### config.mk
export PLATFORM = sky130hd
export DESIGN_NAME = i2c_register_port
export DESIGN_NICKNAME = d
export VERILOG_FILES = /design/src/verilog/i2c_port_pkg.sv /design/src/verilog/i2c_register_port.sv /design/src/verilog/write_fifo.sv
export VERILOG_INCLUDE_DIRS = /design/src /design/src/verilog
export SDC_FILE = /design/constraint.sdc
export NUM_CORES = 1
export LEC_CHECK = 0
export BUFFER_PORTS_ARGS = -buffer_cell sky130_fd_sc_hd__buf_4
export CORE_AREA = 8 8 182 201
export DETAILED_ROUTE_END_ITERATION = 16
export DIE_AREA = 0 0 190 209
export PLACE_DENSITY = 0.79
export SLEW_MARGIN = 15
export SYNTH_ARGS = -nofsm -noshare
export SYNTH_HDL_FRONTEND = slang
export SYNTH_HIERARCHICAL = 1
export SYNTH_SLANG_ARGS = --single-unit
### constraint.sdc
create_clock -name clk -period 4.38 [get_ports clk]
set_clock_uncertainty 0.15 [all_clocks]
set_input_delay 0.219 -clock clk [delete_from_list [all_inputs] [get_ports clk]]
set_output_delay 0.219 -clock clk [all_outputs]
set_load 0.01 [all_outputs]
### src/verilog/i2c_port_defines.svh
`ifndef I2C_PORT_DEFINES_SVH
`define I2C_PORT_DEFINES_SVH
`define ADDR_FIXED_BITS 6'h0D
`define PTR_RESET 8'h00
`define BIT_COUNT_LAST 4'h7
`define FIFO_DEPTH 16
`define SYNC_RESET 2'h3
`endif

### src/verilog/i2c_port_pkg.sv
package i2c_port_pkg;
	typedef enum logic [2:0] {
		ST_IDLE = 3'h0,
		ST_ADDR = 3'h1,
		ST_PTR = 3'h2,
		ST_WDATA = 3'h3,
		ST_RDATA = 3'h4,
		ST_IGNORE = 3'h5
	} port_state_t;
	typedef struct packed {
		logic [7:0] reg_addr;
		logic [15:0] reg_data;
	} reg_write_t;
endpackage

### src/verilog/i2c_register_port.sv
`timescale 1ns/100ps
`default_nettype none
`include "i2c_port_defines.svh"
module i2c_register_port
	import i2c_port_pkg::*;
#(
	parameter int FIFO_DEPTH = `FIFO_DEPTH
) (
	// clock and reset
	input wire logic clk,
	input wire logic rst,
	// strap
	input wire logic address_select_pin,
	// two-wire bus pins
	input wire logic scl_in,
	input wire logic sda_in,
	output logic sda_out,
	output logic sda_oe,
	// register writes toward the core
	output logic wr_valid,
	input wire logic wr_ready,
	output logic [7:0] wr_addr,
	output logic [15:0] wr_data,
	// register reads from the core
	output logic [7:0] rd_addr,
	input wire logic [15:0] rd_data,
	// status
	output logic busy
);
	logic [1:0] scl_sync_reg;
	logic [1:0] sda_sync_reg;
	logic scl_d_reg;
	logic sda_d_reg;
	logic scl_rise;
	logic scl_fall;
	logic start_det;
	logic stop_det;
	port_state_t state_reg;
	logic [3:0] bit_cnt_reg;
	logic [7:0] shift_reg;
	logic [7:0] ptr_reg;
	logic byte_half_reg;
	logic [7:0] high_data_byte_reg;
	logic ack_phase_reg;
	logic ack_drive_reg;
	logic tx_drive_reg;
	logic [7:0] tx_byte_reg;
	logic master_nack_reg;
	logic address_low_bit_reg;
	logic fifo_in_ready;
	logic fifo_in_valid;
	reg_write_t fifo_in;
	reg_write_t fifo_out;
	logic byte_done;
	logic addr_match;
	logic ack_done_reg;
	logic byte_take_reg;
	logic ptr_load_reg;
	logic byte_take_q_reg;
	logic ack_ok_reg;
	logic rd_start_reg;

	// two flops per pin before any logic looks at it
	always_ff @(posedge clk or posedge rst) begin
		if (rst) begin
			scl_sync_reg <= `SYNC_RESET;
			sda_sync_reg <= `SYNC_RESET;
		end else begin
			scl_sync_reg <= {scl_sync_reg[0], scl_in};
			sda_sync_reg <= {sda_sync_reg[0], sda_in};
		end
	end

	always_ff @(posedge clk or posedge rst) begin
		if (rst) begin
			scl_d_reg <= 1'b1;
			sda_d_reg <= 1'b1;
		end else begin
			scl_d_reg <= scl_sync_reg[1];
			sda_d_reg <= sda_sync_reg[1];
		end
	end

	assign scl_rise = scl_sync_reg[1] && !scl_d_reg;
	assign scl_fall = !scl_sync_reg[1] && scl_d_reg;
	// edges only while clock stays high, so data during clock high is control
	assign start_det = scl_sync_reg[1] && scl_d_reg
		&& sda_d_reg && !sda_sync_reg[1];
	assign stop_det = scl_sync_reg[1] && scl_d_reg
		&& !sda_d_reg && sda_sync_reg[1];

	// strap caught by a clocked process, never under reset
	always_ff @(posedge clk or posedge rst) begin
		if (rst)
			address_low_bit_reg <= 1'b0;
		else
			address_low_bit_reg <= address_select_pin;
	end

	// decoded on the eighth rise: the seven address bits sit in the low end
	assign addr_match = shift_reg[6:0]
		== {`ADDR_FIXED_BITS, address_low_bit_reg};
	// eighth data bit sampled on this rise
	assign byte_done = scl_rise && !ack_phase_reg
		&& bit_cnt_reg == `BIT_COUNT_LAST;

	// bit counter and receive shifter
	always_ff @(posedge clk or posedge rst) begin
		if (rst) begin
			bit_cnt_reg <= 4'h0;
			shift_reg <= 8'h00;
		end else if (start_det || stop_det) begin
			bit_cnt_reg <= 4'h0;
		end else if (scl_rise && !ack_phase_reg) begin
			shift_reg <= {shift_reg[6:0], sda_sync_reg[1]};
			if (bit_cnt_reg == `BIT_COUNT_LAST)
				bit_cnt_reg <= 4'h0;
			else
				bit_cnt_reg <= bit_cnt_reg + 4'h1;
		end
	end

	// ninth clock: rise samples master answer, fall ends the slot
	always_ff @(posedge clk or posedge rst) begin
		if (rst)
			ack_phase_reg <= 1'b0;
		else if (start_det || stop_det)
			ack_phase_reg <= 1'b0;
		else if (byte_done)
			ack_phase_reg <= 1'b1;
		else if (scl_fall && ack_phase_reg && ack_done_reg)
			ack_phase_reg <= 1'b0;
	end

	always_ff @(posedge clk or posedge rst) begin
		if (rst)
			ack_done_reg <= 1'b0;
		else if (start_det || stop_det || !ack_phase_reg)
			ack_done_reg <= 1'b0;
		else if (scl_rise)
			ack_done_reg <= 1'b1;
	end

	// transaction state
	always_ff @(posedge clk or posedge rst) begin
		if (rst) begin
			state_reg <= ST_IDLE;
		end else if (stop_det) begin
			state_reg <= ST_IDLE;
		end else if (start_det) begin
			state_reg <= ST_ADDR;
		end else if (byte_done) begin
			unique case (state_reg)
				ST_ADDR: begin
					if (!addr_match)
						state_reg <= ST_IGNORE;
					else if (sda_sync_reg[1])
						state_reg <= ST_RDATA;
					else
						state_reg <= ST_PTR;
				end
				ST_PTR: state_reg <= ST_WDATA;
				ST_WDATA: state_reg <= ST_WDATA;
				ST_RDATA: state_reg <= ST_RDATA;
				ST_IDLE, ST_IGNORE: state_reg <= state_reg;
				default: state_reg <= ST_IDLE;
			endcase
		end else if (scl_rise && ack_phase_reg && state_reg == ST_RDATA
			&& sda_sync_reg[1]) begin
			state_reg <= ST_IGNORE;
		end
	end

	// note: byte_done sees shift_reg before the eighth bit lands, so the
	// decode uses the assembled byte one cycle later via byte_take
	always_ff @(posedge clk or posedge rst) begin
		if (rst)
			byte_take_reg <= 1'b0;
		else
			byte_take_reg <= byte_done && !start_det && !stop_det;
	end

	// pointer, half-group tracking and write hand-off
	always_ff @(posedge clk or posedge rst) begin
		if (rst) begin
			ptr_reg <= `PTR_RESET;
			byte_half_reg <= 1'b0;
			high_data_byte_reg <= 8'h00;
		end else if (start_det) begin
			byte_half_reg <= 1'b0;
		end else if (byte_take_reg && state_reg == ST_WDATA
			&& !ptr_load_reg) begin
			byte_half_reg <= !byte_half_reg;
			if (!byte_half_reg)
				high_data_byte_reg <= shift_reg;
			else
				ptr_reg <= ptr_reg + 8'h01;
		end else if (byte_take_reg && ptr_load_reg) begin
			ptr_reg <= shift_reg;
		end else if (scl_rise && ack_phase_reg && state_reg == ST_RDATA
			&& !sda_sync_reg[1] && !rd_start_reg) begin
			byte_half_reg <= !byte_half_reg;
			if (byte_half_reg)
				ptr_reg <= ptr_reg + 8'h01;
		end
	end

	// marks that the byte just taken is the pointer byte
	always_ff @(posedge clk or posedge rst) begin
		if (rst)
			ptr_load_reg <= 1'b0;
		else if (byte_done)
			ptr_load_reg <= state_reg == ST_PTR;
		else if (byte_take_reg)
			ptr_load_reg <= 1'b0;
	end

	assign fifo_in_valid = byte_take_reg && state_reg == ST_WDATA
		&& !ptr_load_reg && byte_half_reg;
	assign fifo_in.reg_addr = ptr_reg;
	assign fifo_in.reg_data = {high_data_byte_reg, shift_reg};

	// device acknowledge drive during the ninth clock
	always_ff @(posedge clk or posedge rst) begin
		if (rst)
			ack_drive_reg <= 1'b0;
		else if (start_det || stop_det)
			ack_drive_reg <= 1'b0;
		else if (scl_fall && ack_phase_reg && !ack_done_reg
			&& byte_take_q_reg && ack_ok_reg)
			ack_drive_reg <= 1'b1;
		else if (scl_fall && ack_done_reg)
			ack_drive_reg <= 1'b0;
	end

	// remember whether the byte just received deserves an acknowledge;
	// a full write buffer withholds it, and a word offered while full is dropped
	always_ff @(posedge clk or posedge rst) begin
		if (rst) begin
			byte_take_q_reg <= 1'b0;
			ack_ok_reg <= 1'b0;
		end else if (start_det || stop_det || !ack_phase_reg) begin
			byte_take_q_reg <= 1'b0;
			ack_ok_reg <= 1'b0;
		end else if (byte_take_reg) begin
			byte_take_q_reg <= 1'b1;
			ack_ok_reg <= (state_reg == ST_PTR || state_reg == ST_RDATA
				|| (state_reg == ST_WDATA && fifo_in_ready))
				&& !(state_reg == ST_RDATA && !rd_start_reg);
		end
	end

	// address with read bit enters ST_RDATA and still needs its acknowledge
	always_ff @(posedge clk or posedge rst) begin
		if (rst)
			rd_start_reg <= 1'b0;
		else if (byte_done)
			rd_start_reg <= state_reg == ST_ADDR;
	end

	// transmit shifter: load after acknowledge slot, shift on clock fall
	assign rd_addr = ptr_reg;
	always_ff @(posedge clk or posedge rst) begin
		if (rst) begin
			tx_drive_reg <= 1'b0;
			tx_byte_reg <= 8'hFF;
		end else if (start_det || stop_det || state_reg != ST_RDATA) begin
			tx_drive_reg <= 1'b0;
		end else if (scl_fall && ack_phase_reg && ack_done_reg) begin
			tx_drive_reg <= 1'b1;
			tx_byte_reg <= byte_half_reg ? rd_data[7:0]
				: rd_data[15:8];
		end else if (scl_fall && ack_phase_reg && !ack_done_reg) begin
			tx_drive_reg <= 1'b0;
		end else if (scl_fall && !ack_phase_reg && tx_drive_reg) begin
			tx_byte_reg <= {tx_byte_reg[6:0], 1'b1};
			if (bit_cnt_reg == 4'h0)
				tx_drive_reg <= 1'b0;
		end
	end

	// open drain: only ever pull low
	assign sda_out = 1'b0;
	assign sda_oe = ack_drive_reg || (tx_drive_reg && !tx_byte_reg[7]);
	assign busy = state_reg != ST_IDLE;

	write_fifo #(
		.WIDTH($bits(reg_write_t)),
		.DEPTH(FIFO_DEPTH)
	) u_fifo (
		.clk(clk),
		.rst(rst),
		.in_valid(fifo_in_valid),
		.in_ready(fifo_in_ready),
		.in_data(fifo_in),
		.out_valid(wr_valid),
		.out_ready(wr_ready),
		.out_data(fifo_out)
	);
	assign wr_addr = fifo_out.reg_addr;
	assign wr_data = fifo_out.reg_data;
endmodule
`default_nettype wire

### src/verilog/write_fifo.sv
`timescale 1ns/100ps
`default_nettype none
module write_fifo #(
	parameter int WIDTH = 24,
	parameter int DEPTH = 16
) (
	// clock and reset
	input wire logic clk,
	input wire logic rst,
	// fill side
	input wire logic in_valid,
	output logic in_ready,
	input wire logic [WIDTH-1:0] in_data,
	// drain side
	output logic out_valid,
	input wire logic out_ready,
	output logic [WIDTH-1:0] out_data
);
	localparam int AW = $clog2(DEPTH);
	logic [WIDTH-1:0] mem [DEPTH];
	logic [AW:0] wr_ptr_reg;
	logic [AW:0] rd_ptr_reg;
	logic full;
	logic empty;
	assign full = (wr_ptr_reg[AW] != rd_ptr_reg[AW])
		&& (wr_ptr_reg[AW-1:0] == rd_ptr_reg[AW-1:0]);
	assign empty = wr_ptr_reg == rd_ptr_reg;
	assign in_ready = !full;
	assign out_valid = !empty;
	assign out_data = mem[rd_ptr_reg[AW-1:0]];
	always_ff @(posedge clk) begin
		if (in_valid && !full)
			mem[wr_ptr_reg[AW-1:0]] <= in_data;
	end
	always_ff @(posedge clk or posedge rst) begin
		if (rst)
			wr_ptr_reg <= '0;
		else if (in_valid && !full)
			wr_ptr_reg <= wr_ptr_reg + 1'b1;
	end
	always_ff @(posedge clk or posedge rst) begin
		if (rst)
			rd_ptr_reg <= '0;
		else if (out_ready && !empty)
			rd_ptr_reg <= rd_ptr_reg + 1'b1;
	end
endmodule
`default_nettype wire

Word level (Yosys, flattened, before mapping)
Memories as Yosys holds them, arrays and structs flattened.
Index checks and enable logic that the tools add are counted.
{"block": "classes", "eq_ne": 14, "muxes": 43, "bitwise": 4, "n_reduce_logical": 80, "n_addsub": 4}
{"operator": "two-way mux 8 bit", "n": 8}
{"operator": "logical AND 1 bit", "n": 35}
{"operator": "two-way mux 1 bit", "n": 25}
{"operator": "two-way mux 3 bit", "n": 6}
{"operator": "zero test 1 bit", "n": 15}
{"operator": "nonzero test 3 bit", "n": 5}
{"operator": "two-way mux 4 bit", "n": 3}
{"operator": "case mux 3 bit (4 select lines)", "n": 1}
{"operator": "nonzero test 4 bit", "n": 3}
{"operator": "adder 5 x 1 -> 5 bit, second input constant", "n": 2}
{"operator": "AND reduction 2 bit", "n": 5}
{"operator": "nonzero test 2 bit", "n": 5}
{"operator": "adder 8 x 1 -> 8 bit, second input constant", "n": 1}
{"operator": "== test 7 x 5 -> 1 bit", "n": 1}
{"operator": "== test 3 x 2 -> 1 bit, second input constant", "n": 2}
{"operator": "== test 3 bit, second input constant", "n": 2}
{"operator": "logical OR 1 bit", "n": 6}
{"operator": "AND reduction 3 bit", "n": 2}
{"operator": "== test 5 bit", "n": 1}
{"operator": "adder 4 x 1 -> 4 bit, second input constant", "n": 1}
{"operator": "== test 4 x 3 -> 1 bit, second input constant", "n": 1}
{"operator": "== test 4 bit", "n": 1}
{"operator": "zero test 4 bit", "n": 1}
{"operator": "!= test 4 bit, second input constant", "n": 1}
{"operator": "8 further kinds", "n": 12}
{"block": "word_totals", "ff_bits": 66, "n_memories": 1, "ramBits": 384, "inputBits": 22, "out_inout_bits": 36, "wordCells": 169}
{"name": "u_fifo.mem", "words": 16, "word_bits": 24, "read_ports": 1, "rd_clocked_by_memory_dff": 0, "wr": 1, "line": "write_fifo.sv:20", "text": "logic [WIDTH-1:0] mem [DEPTH];"}

Depth between registers and ports, before layout
{"block": "depth", "depth_word": 10, "depth_mapped": 9, "depth_no_buf": 8}

Modules after synthesis
Netlist, hierarchy kept.
{"mod": "write_fifo", "cells_per_inst": 722, "seq_area_each_um2": 11781.3, "instances": 1, "area_per_inst_um2": 15517.4}
{"mod": "i2c_register_port", "cells_per_inst": 269, "seq_area_each_um2": 1418.9, "instances": 1, "area_per_inst_um2": 2781.4}

Worst setup path before layout
Ideal clock, no wire load.
{"block": "synth_timing", "path_type": "reg-to-reg", "startpoint": "register byte_half_reg", "endpoint": "memory u_fifo.mem[1][0] (enable)", "period_less_slack_ns": 4.412, "setup_ns": 0.466, "stages_incl_launch_ff": 7, "required_time_ns": 3.764, "setup_slack_ns": -0.032, "path_buffers": 2, "t_arrival_ns": 3.796, "path_cell_list": "dfrtp_1 clkbuf_1 buf_1 inv_1 nor2_1 nand2_1 nor4_1"}
{"block": "synth_between", "elab_chain_len": 4}
{"element": "from (decl)", "line": "i2c_register_port.sv:42", "text": "logic byte_half_reg;"}
{"element": "from (signal assigned)", "line": "i2c_register_port.sv:193", "text": "byte_half_reg <= !byte_half_reg;"}
{"element": "from (signal assigned)", "line": "i2c_register_port.sv:202", "text": "byte_half_reg <= !byte_half_reg;"}
{"element": "logical AND 1 bit", "line": "i2c_register_port.sv:219", "text": "&& !ptr_load_reg && byte_half_reg;"}
{"element": "named net fifo_in_valid", "line": "i2c_register_port.sv:51", "text": "logic fifo_in_valid;"}
{"element": "logical AND 1 bit", "line": "write_fifo.sv:32", "text": "if (in_valid && !full)"}
{"element": "two-way mux 1 bit", "line": "write_fifo.sv:32"}
{"element": "two-way mux 1 bit (implied by the code)", "line": "write_fifo.sv:33", "text": "mem[wr_ptr_reg[AW-1:0]] <= in_data;"}
{"element": "to (decl)", "line": "write_fifo.sv:20"}
The timed path passes the listed nets, and every way through them passes these cells.

Worst setup path in the final report
{"block": "layout_timing", "startpoint": "register u_fifo.rd_ptr_reg[0]", "endpoint": "output port wr_addr[6]"}
{"block": "layout_between", "elab_chain_len": 1}
{"element": "from (decl)", "line": "write_fifo.sv:22", "text": "logic [AW:0] rd_ptr_reg;"}
{"element": "from (signal assigned)", "line": "write_fifo.sv:45", "text": "rd_ptr_reg <= rd_ptr_reg + 1'b1;"}
{"element": "memory (16 x 24 bit)"}
{"element": "to (decl)", "line": "i2c_register_port.sv:22", "text": "output logic [7:0] wr_addr,"}
Every way passes these cells.

==> results.md <==
- Sequential area share after synthesis: 0.721
- Clock Sinks: 450
- Netlist cell types: a little over 60
- Status: complete, no violations
- Synth Cell Area: 18300 um^2
- Largest cells by area after synthesis: edfxtp_1, dfrtp_1, mux4_2, mux2i_1, mux4_1
- Clock buffer depth: 3
- N_diodes: 0
- Final worst path period share: 0.797
- Clock slew at reported path FFs: approximately 0.06 ns
- Mapped Cells: 991
- Number of global-route vias before repair: a little over 10000
- RSZ-0062 raised after global routing: false
- Vias per cell: 6.33
- Startpoint types: flip-flop
- Finished Layout Cells: 1554
- Max IR drop VDD: 0.494 mV
- Area post-placement: between 15000 and 20000 um^2
- DRC violations left: 0
- # rows: 70
- Crit-path max FO: 29
- Tightest Pin Transition: ~1.0 ns
- CP Data Required Time: 4.01 ns
- Via Count: 9835
- Post-synth ARST share: 0.147
- Critical path capture point type: output pin
- Synth Register Bits: 450
- Post-route ant nets: 0
- Initial Utilization: 0.554
- DRT Wirelength: ~40000 um
- CP arrival: approximately 3.1 ns
- Drt pass-1 iters: 6
- Synth area leader: edfxtp_1
- Die Wd: around 190 um
- Hold Worst Slack: around 0.067 ns
- Ys Warns: 6
- Num CTS Buffers: 42
- Min cycle time layout: 3.49 ns
- Area grow syn2layout: 13.4%
- Max reg flops: ~380
- HPWL after detailed placement: ~24000 um
- Post-synth EDFFs: 384
- Clock Root Buffer: clkbuf_16
- Worst Hold Class: input pin to asynchronous set/reset pin
- Fin. Hold Viols: 0
- Max_cap viols: 0
- Top cell type's share of synthesized area: 0.630
- Core Box Area: 33000 um^2
- Initial DRC count: 1156
- Most used cell, CP: buf_4
- Post-synth net total: 1021
- Routed WL per cell: 25.7 um
- GPL Wtd Cong: 0.831
- Pin count of the biggest net entering global routing: 124
- Rel. slew slack: 0.333
- Initial antenna violation count: 0
- H-tree depth: 2
- Critical path class: flip-flop to output pin
- Share of cells above drive strength 1: 0.239
- Syn Area/Cell: 18.5 um^2
- Post-layout nets: 1118
- Die area: 39700 um^2
- Leak pwr: 7.15 nW
- Worst skew pair latency: 0.55 ns
- DP Cell Count: 1455
- Crit-path max cell delay: 0.73 ns
- Buf/Inv on CP: 2
- F_max: about 0.29 GHz
- DIE HEIGHT: 209 um
- Worst path cell trace: buf_4 -> mux4_2 -> a32oi_1 -> o21ai_1 -> buf_4
- Port buffer count: 56
- Final setup fails: 0
- Post-synth top flop: edfxtp_1
- Post-layout instance area: 20800 um^2
- Fin. max-slew vios: 0
- Setup tns final: 0 ns
- Power per cell area: 542 nW/um^2
- I/O pins: 58
- Slowest CP cell: dfrtp_4
- Overflow left after global routing: 0
- TritonCTS clock tree: yes
- Resized Gates After CTS: 0
- First-pass GRT wire length: between 60000 and 70000 um
- CP top delay family: buffers and inverters
- GRT Total Usage: 0.201
[per-stage QoR]
stage           util  worst slack [ns]  total power [mW]
2_1_floorplan      -           -0.0316              7.00
3_3_place_gp   0.581              1.39              7.72
3_5_place_dp   0.581              1.28              7.77
4_1_cts        0.628             0.853              11.3
5_1_grt        0.628             0.770              11.6
6_report       0.628             0.889              11.2
[path summary, 6_finish.rpt]
path,end,from,slack (ns),depth (start not counted)
worst max-delay path,wr_addr[6],u_fifo/rd_ptr_reg[0],0.89,5
worst min-delay path,high_data_byte_reg[3],rst,0.07,3
min in group clk,scl_sync_reg[0],scl_in,0.17,2
max in group asynchronous,shift_reg[6],rst,3.12,4
worst max register to register,u_fifo/mem[5][2],state_reg[2],1.27,6
worst min register to register,sda_sync_reg[1],sda_sync_reg[0],0.21,0
[cell families after synthesis]
kind of cell             share of synthesized area
AO/OA/AOI/OAI                               0.0504
buffers and inverters                       0.0256
XOR/XNOR                                   0.00909
AND/OR/NAND/NOR                             0.0377
adder cells (fa/ha/maj)                    0.00547
multiplexers                                 0.150
flip-flops                                   0.721
other                                     0.000205
[Yosys cell counts (6+ instances only)]
cell	instances
dfstp_2	14
a32oi_1	24
nor2_1	24
edfxtp_1	384
xor2_1	6
mux4_1	22
mux2_4	8
o21ai_0	28
a22oi_1	27
ha_1	8
nor3_1	7
nand4_1	9
mux2i_1	80
nand2_1	44
inv_1	15
o21ai_1	26
o31ai_1	6
clkbuf_1	14
dfrtp_1	52
buf_2	15
mux2_2	11
xnor2_1	13
mux4_2	50
a21oi_1	16
buf_6	11
nand3_1	10
[report_power, final]
group          switching (mW)  internal (mW)
Clock                    1.50           2.05
Sequential              0.385           4.86
Combinational            1.34           1.10
Total                    3.23           8.02
[tightest hold or removal path, stage by stage]
cell and delay [ns]:
dlygate4sd3_1 0.54, buf_4 0.15, inv_2 0.25
[layout by cell type, fill, tap and decap left out, types with 13 or more instances in the layout]
master	netlist	routed
a21oi_1	16	16
a22oi_1	27	27
a32oi_1	24	24
buf_4	2	86
clkbuf_16	0	42
dfrtp_1	52	49
dfstp_2	14	14
dlygate4sd3_1	0	21
edfxtp_1	384	384
inv_1	15	14
mux2i_1	80	80
mux4_1	22	22
mux4_2	50	50
nand2_1	44	44
nor2_1	24	14
o21ai_0	28	28
o21ai_1	26	26
xnor2_1	13	13
[final cells by class]
class | count | area, um^2
multi-input cells | 471 | 4700
clock inverters | 23 | 209
inverters | 15 | 56.3
well taps | 432 | 541
flip-flops and latches | 450 | 13200
fillers | 2170 | 12300
repair buffers | 108 | 876
clock buffers | 55 | 1160
[per-layer routing]
layer	up-vias	share of wire	GRT usage
met5	-	0	0
met4	0	0.043	0.0928
met3	110	0.069	0.0328
met2	455	0.50	0.335
met1	5060	0.39	0.254
li1	4210	-	-
[repair_timing]
item | 4_1_cts | 5_1_grt
endpoints found under the setup margin | 0 | 0
hold buffers | 21 | 0
setup buffers | 0 | 0
hold endpoints to repair | 35 | 0
(Power assumes the default switching activity.)
